[config.mk]
export PLATFORM = sky130hd
export DESIGN_NAME = xos_startup_ctrl
export DESIGN_NICKNAME = d
export VERILOG_FILES = /design/src/verilog/xos_pkg.sv /design/src/verilog/xos_startup_ctrl.sv /design/src/verilog/xos_timing_decode.sv
export SDC_FILE = /design/constraint.sdc
export NUM_CORES = 1
export LEC_CHECK = 0
export BUFFER_PORTS_ARGS = -buffer_cell sky130_fd_sc_hd__buf_2
export CAP_MARGIN = 20
export CORE_MARGIN = 4
export CORE_UTILIZATION = 50
export CTS_CLUSTER_DIAMETER = 100
export DETAILED_ROUTE_END_ITERATION = 8
export PLACE_DENSITY = 0.72
export SYNTH_ARGS = -nofsm -noshare
export SYNTH_HDL_FRONTEND = slang
export SYNTH_SLANG_ARGS = --single-unit
[constraint.sdc]
create_clock -name sys_clk_i -period 2.8 [get_ports sys_clk_i]
set_input_delay 0.28 -clock sys_clk_i [delete_from_list [all_inputs] [get_ports sys_clk_i]]
set_output_delay 0.28 -clock sys_clk_i [all_outputs]
set_load 0.05 [all_outputs]
[src/verilog/xos_pkg.sv]
/*
 * Package for the low power crystal oscillator start-up and clock select block.
 * Holds fuse codes, start-up cycle counts, time-out constants and the carrier structs.
 * Assumes a 20 MHz oscillator clock and a watchdog oscillator tick that arrives as a pin.
 */
// Behaviour
// [RULE_01] Upper three clock-select fuse bits pick the frequency range mode 100..111.
// [RULE_02] Low select 0 with start-up fuses 00/01: 258 cycles, reset adds 19 plus 4/65 ms.
// [RULE_03] Low 0 with 10/11, or low 1 with 00: 1K cycles; reset 19, +4 ms, +65 ms.
// [RULE_04] Low 1 with 01/10/11: 16K cycles; reset adds 19, 19+4 ms, 19+65 ms.
// [RULE_05] Programmed divide-by-eight fuse divides the oscillator by 8 for the system clock.
// [RULE_06] Configurer avoids the lowest range with a crystal; resonators only.
// [RULE_07] Configurer uses 258-cycle settings only slow and unstable-tolerant, never with crystals.
// [RULE_08] Internal reset is held while a ripple counter counts oscillator cycles to the target.
// [RULE_09] The millisecond delay is timed in watchdog oscillator cycles chosen by the fuses.
// [RULE_10] A fuse bit of one is unprogrammed, zero is programmed.
// [RULE_11] All fuse values are sampled at reset and held constant while running.
package xos_pkg;

  localparam logic [2:0] XOS_RANGE_0P4 = 3'h4;
  localparam logic [2:0] XOS_RANGE_0P9 = 3'h5;
  localparam logic [2:0] XOS_RANGE_3P0 = 3'h6;
  localparam logic [2:0] XOS_RANGE_8P0 = 3'h7;

  localparam logic [0:0] XOS_FUSE_PROGRAMMED = 1'h0;

  localparam int XOS_CNT_W = 15;
  localparam logic [14:0] XOS_SU_258 = 15'h0102;
  localparam logic [14:0] XOS_SU_1K = 15'h0400;
  localparam logic [14:0] XOS_SU_16K = 15'h4000;
  localparam logic [14:0] XOS_RST_EXTRA = 15'h0013;

  // Watchdog oscillator nominal rate and the two time-out lengths.
  localparam int XOS_WDT_HZ = 128000;
  localparam int XOS_TOUT_SHORT_MS = 4;
  localparam int XOS_TOUT_LONG_MS = 65;
  localparam int XOS_WDT_W = 14;
  localparam logic [13:0] XOS_WDT_SHORT = 14'(XOS_WDT_HZ * XOS_TOUT_SHORT_MS / 1000);
  localparam logic [13:0] XOS_WDT_LONG = 14'(XOS_WDT_HZ * XOS_TOUT_LONG_MS / 1000);

  localparam logic [1:0] XOS_DIV8_LAST = 2'h3;

  // The fuse capture waits this many cycles so the synchronisers and the registered decode are both valid.
  localparam logic [2:0] XOS_SETTLE_LAST = 3'h4;

  typedef enum logic [1:0] {
    XOS_TOUT_NONE = 2'h0,
    XOS_TOUT_SHORT = 2'h1,
    XOS_TOUT_LONG = 2'h2
  } xos_tout_t;

  typedef struct packed {
    logic [3:0] clock_source_select_fuses;
    logic [1:0] startup_time_fuses;
    logic divide_by_eight_fuse;
  } xos_fuses_t;

  typedef struct packed {
    logic [14:0] startup_cycles;
    xos_tout_t tout;
  } xos_timing_t;

  typedef enum logic [2:0] {
    XOS_ST_FUSE = 3'h0,
    XOS_ST_TOUT = 3'h1,
    XOS_ST_COUNT = 3'h3,
    XOS_ST_RUN = 3'h2,
    XOS_ST_SLEEP = 3'h6
  } xos_state_t;

endpackage

[src/verilog/xos_startup_ctrl.sv]
/*
 * Start-up controller for the low power crystal oscillator.
 * Catches the fuses after reset, times the watchdog time-out on a reset start,
 * counts oscillator cycles before releasing internal reset, and makes the
 * optional divide-by-eight system clock enable.
 * Assumes fuse pins, the wake request and the watchdog tick are asynchronous.
 */
`timescale 1ns/100ps
module xos_startup_ctrl
  import xos_pkg::*;
(
  input wire logic sys_clk_i, // Oscillator output clock.
  input wire logic sys_rst_i, // Asynchronous reset, active high.
  input wire logic [3:0] clock_source_select_fuses_i, // Clock select fuses, 0 = programmed.
  input wire logic [1:0] startup_time_fuses_i, // Start-up time fuses.
  input wire logic divide_by_eight_fuse_i, // Divider fuse, 0 = programmed.
  input wire logic wdt_tick_i, // Watchdog oscillator clock level.
  input wire logic sleep_req_i, // High while in power-down or power-save.
  output logic internal_reset_o, // Held high until start-up completes.
  output logic [1:0] freq_range_o, // Range mode 0..3 for 0.4, 0.9, 3.0, 8.0 MHz.
  output logic range_valid_o, // Upper select bits name a low power crystal mode.
  output logic sys_clk_en_o, // System clock enable after the prescaler.
  output logic div8_active_o // Divide-by-eight in use.
);

  // ****************************************
  // Input synchronisers
  // ****************************************
  wire logic [8:0] sync2_q;
  logic wdt_prev_q;

  genvar gi;
  generate
    for (gi = 0; gi < 9; gi++) begin : g_sync
      logic raw;
      logic stage1_q;
      logic stage2_q;
      if (gi < 4) begin : g_cs
        assign raw = clock_source_select_fuses_i[gi];
      end else if (gi < 6) begin : g_su
        assign raw = startup_time_fuses_i[gi - 4];
      end else if (gi == 6) begin : g_dv
        assign raw = divide_by_eight_fuse_i;
      end else if (gi == 7) begin : g_wd
        assign raw = wdt_tick_i;
      end else begin : g_sl
        assign raw = sleep_req_i;
      end
      // Each bit keeps its own flops so that no vector has more than one writing process.
      always_ff @(posedge sys_clk_i or posedge sys_rst_i) begin
        if (sys_rst_i) begin
          stage1_q <= 1'h1;
          stage2_q <= 1'h1;
        end else begin
          stage1_q <= raw;
          stage2_q <= stage1_q;
        end
      end
      assign sync2_q[gi] = stage2_q;
    end
  endgenerate

  wire logic wdt_edge = sync2_q[7] & ~wdt_prev_q;
  wire logic sleeping = sync2_q[8];

  // ****************************************
  // Fuse image and decode
  // ****************************************
  xos_fuses_t fuses_q;
  xos_fuses_t fuses_d;
  xos_timing_t timing;

  xos_timing_decode xos_timing_decode_inst (
    .sys_clk_i(sys_clk_i),
    .sys_rst_i(sys_rst_i),
    .fuses_i(fuses_q),
    .timing_o(timing)
  );

  // ****************************************
  // Start-up sequencer
  // ****************************************
  xos_state_t state_q;
  xos_state_t state_d;
  logic [14:0] cnt_q;
  logic [14:0] cnt_d;
  logic [13:0] wdt_cnt_q;
  logic [13:0] wdt_cnt_d;
  logic [1:0] div_q;
  logic [1:0] div_d;
  logic rst_q;
  logic rst_d;
  logic en_q;
  logic en_d;
  logic [1:0] range_q;
  logic [1:0] range_d;
  logic valid_q;
  logic valid_d;
  logic div8_q;
  logic div8_d;
  logic [13:0] tout_len;
  logic [2:0] settle_q;
  logic [2:0] settle_d;

  always_comb begin
    tout_len = (timing.tout == XOS_TOUT_LONG) ? XOS_WDT_LONG : XOS_WDT_SHORT; // RULE_09
    state_d = state_q;
    cnt_d = cnt_q;
    wdt_cnt_d = wdt_cnt_q;
    fuses_d = fuses_q;
    rst_d = rst_q;
    range_d = range_q;
    valid_d = valid_q;
    div8_d = div8_q;
    settle_d = settle_q;
    case (state_q)
      XOS_ST_FUSE: begin
        // Four passes let the synchronisers, the fuse image and the registered decode settle before use.
        fuses_d = '{clock_source_select_fuses: sync2_q[3:0], startup_time_fuses: sync2_q[5:4],
                    divide_by_eight_fuse: sync2_q[6]}; // RULE_11
        settle_d = settle_q + 3'h1;
        if (settle_q == XOS_SETTLE_LAST) begin
          range_d = fuses_q.clock_source_select_fuses[2:1]; // RULE_01
          valid_d = fuses_q.clock_source_select_fuses[3]; // RULE_01
          div8_d = (fuses_q.divide_by_eight_fuse == XOS_FUSE_PROGRAMMED); // RULE_10
          wdt_cnt_d = '0;
          cnt_d = '0;
          state_d = (timing.tout == XOS_TOUT_NONE) ? XOS_ST_COUNT : XOS_ST_TOUT;
        end
      end
      XOS_ST_TOUT: begin
        if (wdt_edge) begin
          wdt_cnt_d = wdt_cnt_q + 14'h0001;
        end
        if (wdt_cnt_q >= tout_len) begin
          cnt_d = '0;
          state_d = XOS_ST_COUNT;
        end
      end
      XOS_ST_COUNT: begin
        // Reset starts add the fixed 19 cycles; wake-ups count only the start-up figure.
        cnt_d = cnt_q + 15'h0001; // RULE_08
        if (cnt_q + 15'h0001 >= timing.startup_cycles + (rst_q ? XOS_RST_EXTRA : 15'h0000)) begin
          rst_d = 1'h0; // RULE_08
          state_d = XOS_ST_RUN;
        end
      end
      XOS_ST_RUN: begin
        // Once running, the count register serves as the upper bit of the divider.
        if (div8_q && div_q == XOS_DIV8_LAST) begin
          cnt_d = cnt_q + 15'h0001; // RULE_05
        end
        if (sleeping) begin
          state_d = XOS_ST_SLEEP;
        end
      end
      XOS_ST_SLEEP: begin
        if (!sleeping) begin
          cnt_d = '0;
          state_d = XOS_ST_COUNT; // RULE_02
        end
      end
      default: begin
        state_d = XOS_ST_FUSE;
      end
    endcase
  end

  // Divide-by-eight runs as a one-in-eight clock enable so the block keeps one clock.
  always_comb begin
    div_d = div_q + 2'h1;
    en_d = 1'h0;
    if (state_q == XOS_ST_RUN) begin
      if (div8_q) begin
        en_d = (div_q == XOS_DIV8_LAST) & cnt_q[0]; // RULE_05
        div_d = div_q + 2'h1;
      end else begin
        en_d = 1'h1;
      end
    end
  end

  always_ff @(posedge sys_clk_i or posedge sys_rst_i) begin
    if (sys_rst_i) begin
      state_q <= XOS_ST_FUSE;
      cnt_q <= '0;
      wdt_cnt_q <= '0;
      fuses_q <= '1;
      rst_q <= 1'h1;
      range_q <= 2'h0;
      valid_q <= 1'h0;
      div8_q <= 1'h0;
      settle_q <= 3'h0;
      wdt_prev_q <= 1'h1;
      div_q <= 2'h0;
      en_q <= 1'h0;
    end else begin
      state_q <= state_d;
      cnt_q <= cnt_d;
      wdt_cnt_q <= wdt_cnt_d;
      fuses_q <= fuses_d;
      rst_q <= rst_d;
      range_q <= range_d;
      valid_q <= valid_d;
      div8_q <= div8_d;
      settle_q <= settle_d;
      wdt_prev_q <= sync2_q[7];
      div_q <= div_d;
      en_q <= en_d;
    end
  end

  assign internal_reset_o = rst_q;
  assign freq_range_o = range_q;
  assign range_valid_o = valid_q;
  assign sys_clk_en_o = en_q;
  assign div8_active_o = div8_q;

endmodule

[src/verilog/xos_timing_decode.sv]
/*
 * Fuse decoder: turns the held fuse image into start-up count and time-out class.
 * Assumes the fuse image is stable; output comes from a register.
 */
`timescale 1ns/100ps
module xos_timing_decode
  import xos_pkg::*;
(
  input wire logic sys_clk_i, // Oscillator clock.
  input wire logic sys_rst_i, // Asynchronous reset, active high.
  input wire xos_fuses_t fuses_i, // Held fuse image.
  output xos_timing_t timing_o // Registered timing choice.
);

  xos_timing_t timing_d;
  xos_timing_t timing_q;

  always_comb begin
    timing_d.startup_cycles = XOS_SU_16K;
    timing_d.tout = XOS_TOUT_NONE;
    case ({fuses_i.clock_source_select_fuses[0], fuses_i.startup_time_fuses})
      3'h0: begin
        timing_d.startup_cycles = XOS_SU_258; // RULE_02
        timing_d.tout = XOS_TOUT_SHORT;
      end
      3'h1: begin
        timing_d.startup_cycles = XOS_SU_258; // RULE_02
        timing_d.tout = XOS_TOUT_LONG;
      end
      3'h2: begin
        timing_d.startup_cycles = XOS_SU_1K; // RULE_03
        timing_d.tout = XOS_TOUT_NONE;
      end
      3'h3: begin
        timing_d.startup_cycles = XOS_SU_1K; // RULE_03
        timing_d.tout = XOS_TOUT_SHORT;
      end
      3'h4: begin
        timing_d.startup_cycles = XOS_SU_1K; // RULE_03
        timing_d.tout = XOS_TOUT_LONG;
      end
      3'h5: begin
        timing_d.startup_cycles = XOS_SU_16K; // RULE_04
        timing_d.tout = XOS_TOUT_NONE;
      end
      3'h6: begin
        timing_d.startup_cycles = XOS_SU_16K; // RULE_04
        timing_d.tout = XOS_TOUT_SHORT;
      end
      default: begin
        timing_d.startup_cycles = XOS_SU_16K; // RULE_04
        timing_d.tout = XOS_TOUT_LONG;
      end
    endcase
  end

  always_ff @(posedge sys_clk_i or posedge sys_rst_i) begin
    if (sys_rst_i) begin
      timing_q <= '{startup_cycles: XOS_SU_16K, tout: XOS_TOUT_LONG};
    end else begin
      timing_q <= timing_d;
    end
  end

  assign timing_o = timing_q;

endmodule
==> impl_metrics.env <==
export IMPL_grt_ovfl_total=0
export IMPL_ys_types=47
export IMPL_wirelength_mm=6.51
export IMPL_syn_area_per_cell_um2=10.7
export IMPL_n_antenna_cell=0
export IMPL_first_pass_iters=5
export IMPL_dp_cells=447
export IMPL_criticalPathCategory="reg2reg"
export IMPL_worst_slew_pin_slew_ns=0.885
export IMPL_fp_dieH_um=92.2
export IMPL_cts_root_buf="clkbuf_8"
export IMPL_hp_class="in2reg"
export IMPL_wire_per_inst_um=13.8
export IMPL_power_density_mw_per_mm2=861
export IMPL_clock_sinks=74
export IMPL_setup_violations=0
export IMPL_synthMuxAreaShare_pct=3.75
export IMPL_vias_per_cell=5.37
export IMPL_synth_adder_area_share_pct=6.01
export IMPL_clk_latency_ns=0.34
export IMPL_max_vdd_ir_drop_mv=0.646
export IMPL_clk_pin_slew_worst_paths_ns=0.09
export IMPL_post_route_drc_count=0
export IMPL_numPortBuffers=16
export IMPL_postCtsHoldBufs=0
export IMPL_synth_top_family_by_area="simple AND/OR/NAND/NOR gates"
export IMPL_num_vias=2523
export IMPL_worstPathArrival_ns=2.85
export IMPL_grt_use_total_pct=16.9
export IMPL_dieArea_mm2=0.00849
export IMPL_gp_congestion=0.838
export IMPL_status="completed"
export IMPL_synth_fp_nets=359
export IMPL_reg2reg_slack_ns=0.23
export IMPL_relSlewSlack_pct=41.0
export IMPL_core_area_mm2=0.00683
export IMPL_antenna_found_initial=0
export IMPL_synth_flop_cell="dfrtp_1"
export IMPL_worst_setup_path_end_kind="flop"
export IMPL_synth_compound_area_share_pct=12.2
export IMPL_holdWs_ns=0.0240
export IMPL_io_pins=17
export IMPL_synth_edff_count=0
export IMPL_die_w_um=92.2
export IMPL_grt_pass1_wl_mm=11.4
export IMPL_ys_warn_count=0
export IMPL_fillCellCount=580
export IMPL_max_cap_viol_count=0
export IMPL_synthArstFlopShare_pct=100
export IMPL_period_share_pct=91.9
export IMPL_multiInputGateArea_mm2=0.00160
export IMPL_synthXorXnorAreaFrac_pct=4.70
export IMPL_num_nets_final=397
export IMPL_synth_cells=331
export IMPL_hpwl_mm=4.47
export IMPL_layout_cells_non_filler=470
export IMPL_timing_fmax_ghz=0.388
export IMPL_seq_area_mm2=0.00189
export IMPL_tritoncts="done"
export IMPL_p_leak_nw=1.79
export IMPL_final_max_slew_viol_count=0
export IMPL_cp_required_ns=3.08
export IMPL_finalHoldViolCount=0
export IMPL_rsz0062_at_grt="no"
export IMPL_initial_core_util_pct=51.8
export IMPL_skew_ns=0.00808
export IMPL_start_kind="flop"
export IMPL_areaGrowthSynthToFinish_pct=16.3
export IMPL_ant_nets=0
export IMPL_drive_above_1_share_pct=29.4
export IMPL_numCtsBuffers=9
export IMPL_synth_simple_area_share_pct=16.8
export IMPL_post_route_util_pct=60.3
export IMPL_row_count=30
export IMPL_drtIter0Drc=299
export IMPL_grt_max_degree=75
export IMPL_synth_seq_area_share_pct=53.3
export IMPL_fin_crit_ns=2.57
export IMPL_htreeDepth=3
export IMPL_clk_path_buf_depth=2
export IMPL_ys_ff_latch=74
export IMPL_cp_max_fo=3
export IMPL_finalSetupTns_ns=0
export IMPL_grt_pass1_vias=2400
export IMPL_netlist_area_mm2=0.00354
[where the power goes]
part           internal (mW)  total (mW)  leakage (nW)  switching, mW
sequential              1.34        1.52         0.891          0.178
clock                  0.337       0.771        0.0884          0.434
combinational          0.536        1.26         0.815          0.723
total                   2.21        3.55          1.79           1.33
[cells by family (layout without fill, tap and decap cells)]
family | after synthesis | in the layout
and+or+nand+nor | 112 | 112
xor gates and xnor gates | 19 | 19
DFF | 74 | 74
muxes | 12 | 12
adders and majority gates | 17 | 17
buffers and inverters | 30 | 73
AOI/OAI and AO/OA | 67 | 67
[cells in the final DEF (no fill, tap or decap), types with 2 or more instances in the layout]
master       n
a21oi_1     11
a31oi_1      6
and3_1       2
and4_1       3
buf_2       16
buf_4       23
clkbuf_8     9
clkinv_4     2
clkinvlp_4   2
dfrtp_1     43
dfrtp_2      2
dfstp_2     29
ha_1        16
inv_1       17
inv_6        2
mux2_2      10
mux2i_1      2
nand2_1     19
nand2b_1    12
nand3_1      9
nand3_2      2
nand3b_1     3
nand4_1      8
nor2_1      30
nor2b_1      5
nor3_1       4
o21a_1       2
o21ai_0     25
o31a_1       2
o31ai_1      7
o41ai_1      2
or3_1        4
xnor2_1      9
xor2_1       9
[worst paths after layout]
path | startpoint | to | depth (start not counted)
setup / recovery | cnt_q[0]$_DFFE_PP0P_ | internal_reset_o$_DFFE_PP1P_ | 12
hold / removal | startup_time_fuses_i[0] | g_sync[4].stage1_q$_DFF_PP1_ | 1
setup reg to reg | cnt_q[0]$_DFFE_PP0P_ | internal_reset_o$_DFFE_PP1P_ | 12
hold reg to reg | g_sync[7].stage1_q$_DFF_PP1_ | g_sync[7].stage2_q$_DFF_PP1_ | 0
max in group asynchronous | sys_rst_i | cnt_q[5]$_DFFE_PP0P_ | 3
min in group asynchronous | sys_rst_i | state_q[2]$_DFFE_PP0P_ | 3
[layer usage]
metal / GRT usage (%) / part of all wire (%) / up-vias
met1: 23.8 / 48 / 1224
met2: 25.9 / 47 / 39
met5: 0 / 0 / -
li1: - / - / 1249
met4: 7.05 / 1.8 / 0
met3: 2.71 / 3.1 / 11
[critical path: stages, from the launching register on]
cell      delay [ns]
dfrtp_1         0.40
ha_4            0.17
nand3_4         0.09
nor3_4          0.16
nand3_2         0.13
xnor2_2         0.16
ha_1            0.31
and4_4          0.21
a211oi_2        0.17
nand2_1         0.10
a221oi_2        0.30
o221ai_2        0.13
a31oi_1         0.18
[cells in the mapped netlist, types with 2 or more instances]
| cell | instances | area [um2] |
|---|---|---|
| mux2_2 | 10 | 113 |
| mux2i_1 | 2 | 20.0 |
| clkbuf_1 | 10 | 37.5 |
| inv_1 | 18 | 67.6 |
| a211oi_1 | 2 | 15.0 |
| nand3b_1 | 3 | 22.5 |
| or3_1 | 4 | 25.0 |
| dfstp_2 | 29 | 762 |
| and4_1 | 4 | 35.0 |
| o21a_1 | 2 | 15.0 |
| xor2_1 | 9 | 78.8 |
| nand4_1 | 8 | 50.1 |
| a31oi_1 | 6 | 37.5 |
| nand2_1 | 19 | 71.3 |
| o221ai_1 | 2 | 17.5 |
| o31a_1 | 2 | 17.5 |
| a21oi_1 | 11 | 55.1 |
| nor2_1 | 30 | 113 |
| o31ai_1 | 7 | 52.6 |
| o41ai_1 | 2 | 17.5 |
| nand2b_1 | 12 | 75.1 |
| ha_1 | 17 | 213 |
| buf_2 | 2 | 10.0 |
| nor2b_1 | 5 | 31.3 |
| nor3_1 | 5 | 25.0 |
| dfrtp_1 | 45 | 1130 |
| o21ai_0 | 25 | 125 |
| and3_1 | 2 | 12.5 |
| xnor2_1 | 10 | 87.6 |
| nand3_1 | 11 | 55.1 |
[area by class of cell]
| class | count | share of cell area [%] |
|---|---|---|
| Sequential cell | 74 | 45.9 |
| Multi-Input combinational cell | 227 | 38.9 |
| Clock buffer | 9 | 3.01 |
| Timing Repair Buffer | 39 | 6.14 |
| Clock inverter | 7 | 1.49 |
| Inverter | 18 | 1.64 |
| Tap cell | 96 | 2.92 |
[timing repair]
action                                  4_1_cts  5_1_grt
resized for setup                             1        7
endpoints found under the setup margin        1        2
pin swaps                                     0        8
buffers inserted                              0        7
[metrics by stage]
stage	setup WS, ns	instance area, um2	power, mW
final	0.226	4120	3.55
after global routing	0.0255	4120	3.82
after CTS	0.0243	4040	3.54
after floorplan	0.0196	3570	2.42
after detailed placement	0.0135	3840	2.76
after global placement	0.132	3840	2.72
[registers in the layout (all words and copies together) (netlist names)]
signal	flops
cnt_q	15
div8_active_o	1
div_q	2
freq_range_o	2
fuses_q	7
g_sync.stage1_q	9
g_sync.stage2_q	9
internal_reset_o	1
range_valid_o	1
settle_q	3
state_q	3
sys_clk_en_o	1
wdt_cnt_q	14
wdt_prev_q	1
xos_timing_decode_inst.timing_o	5
Note: power is estimated with default switching activity, not from simulation.
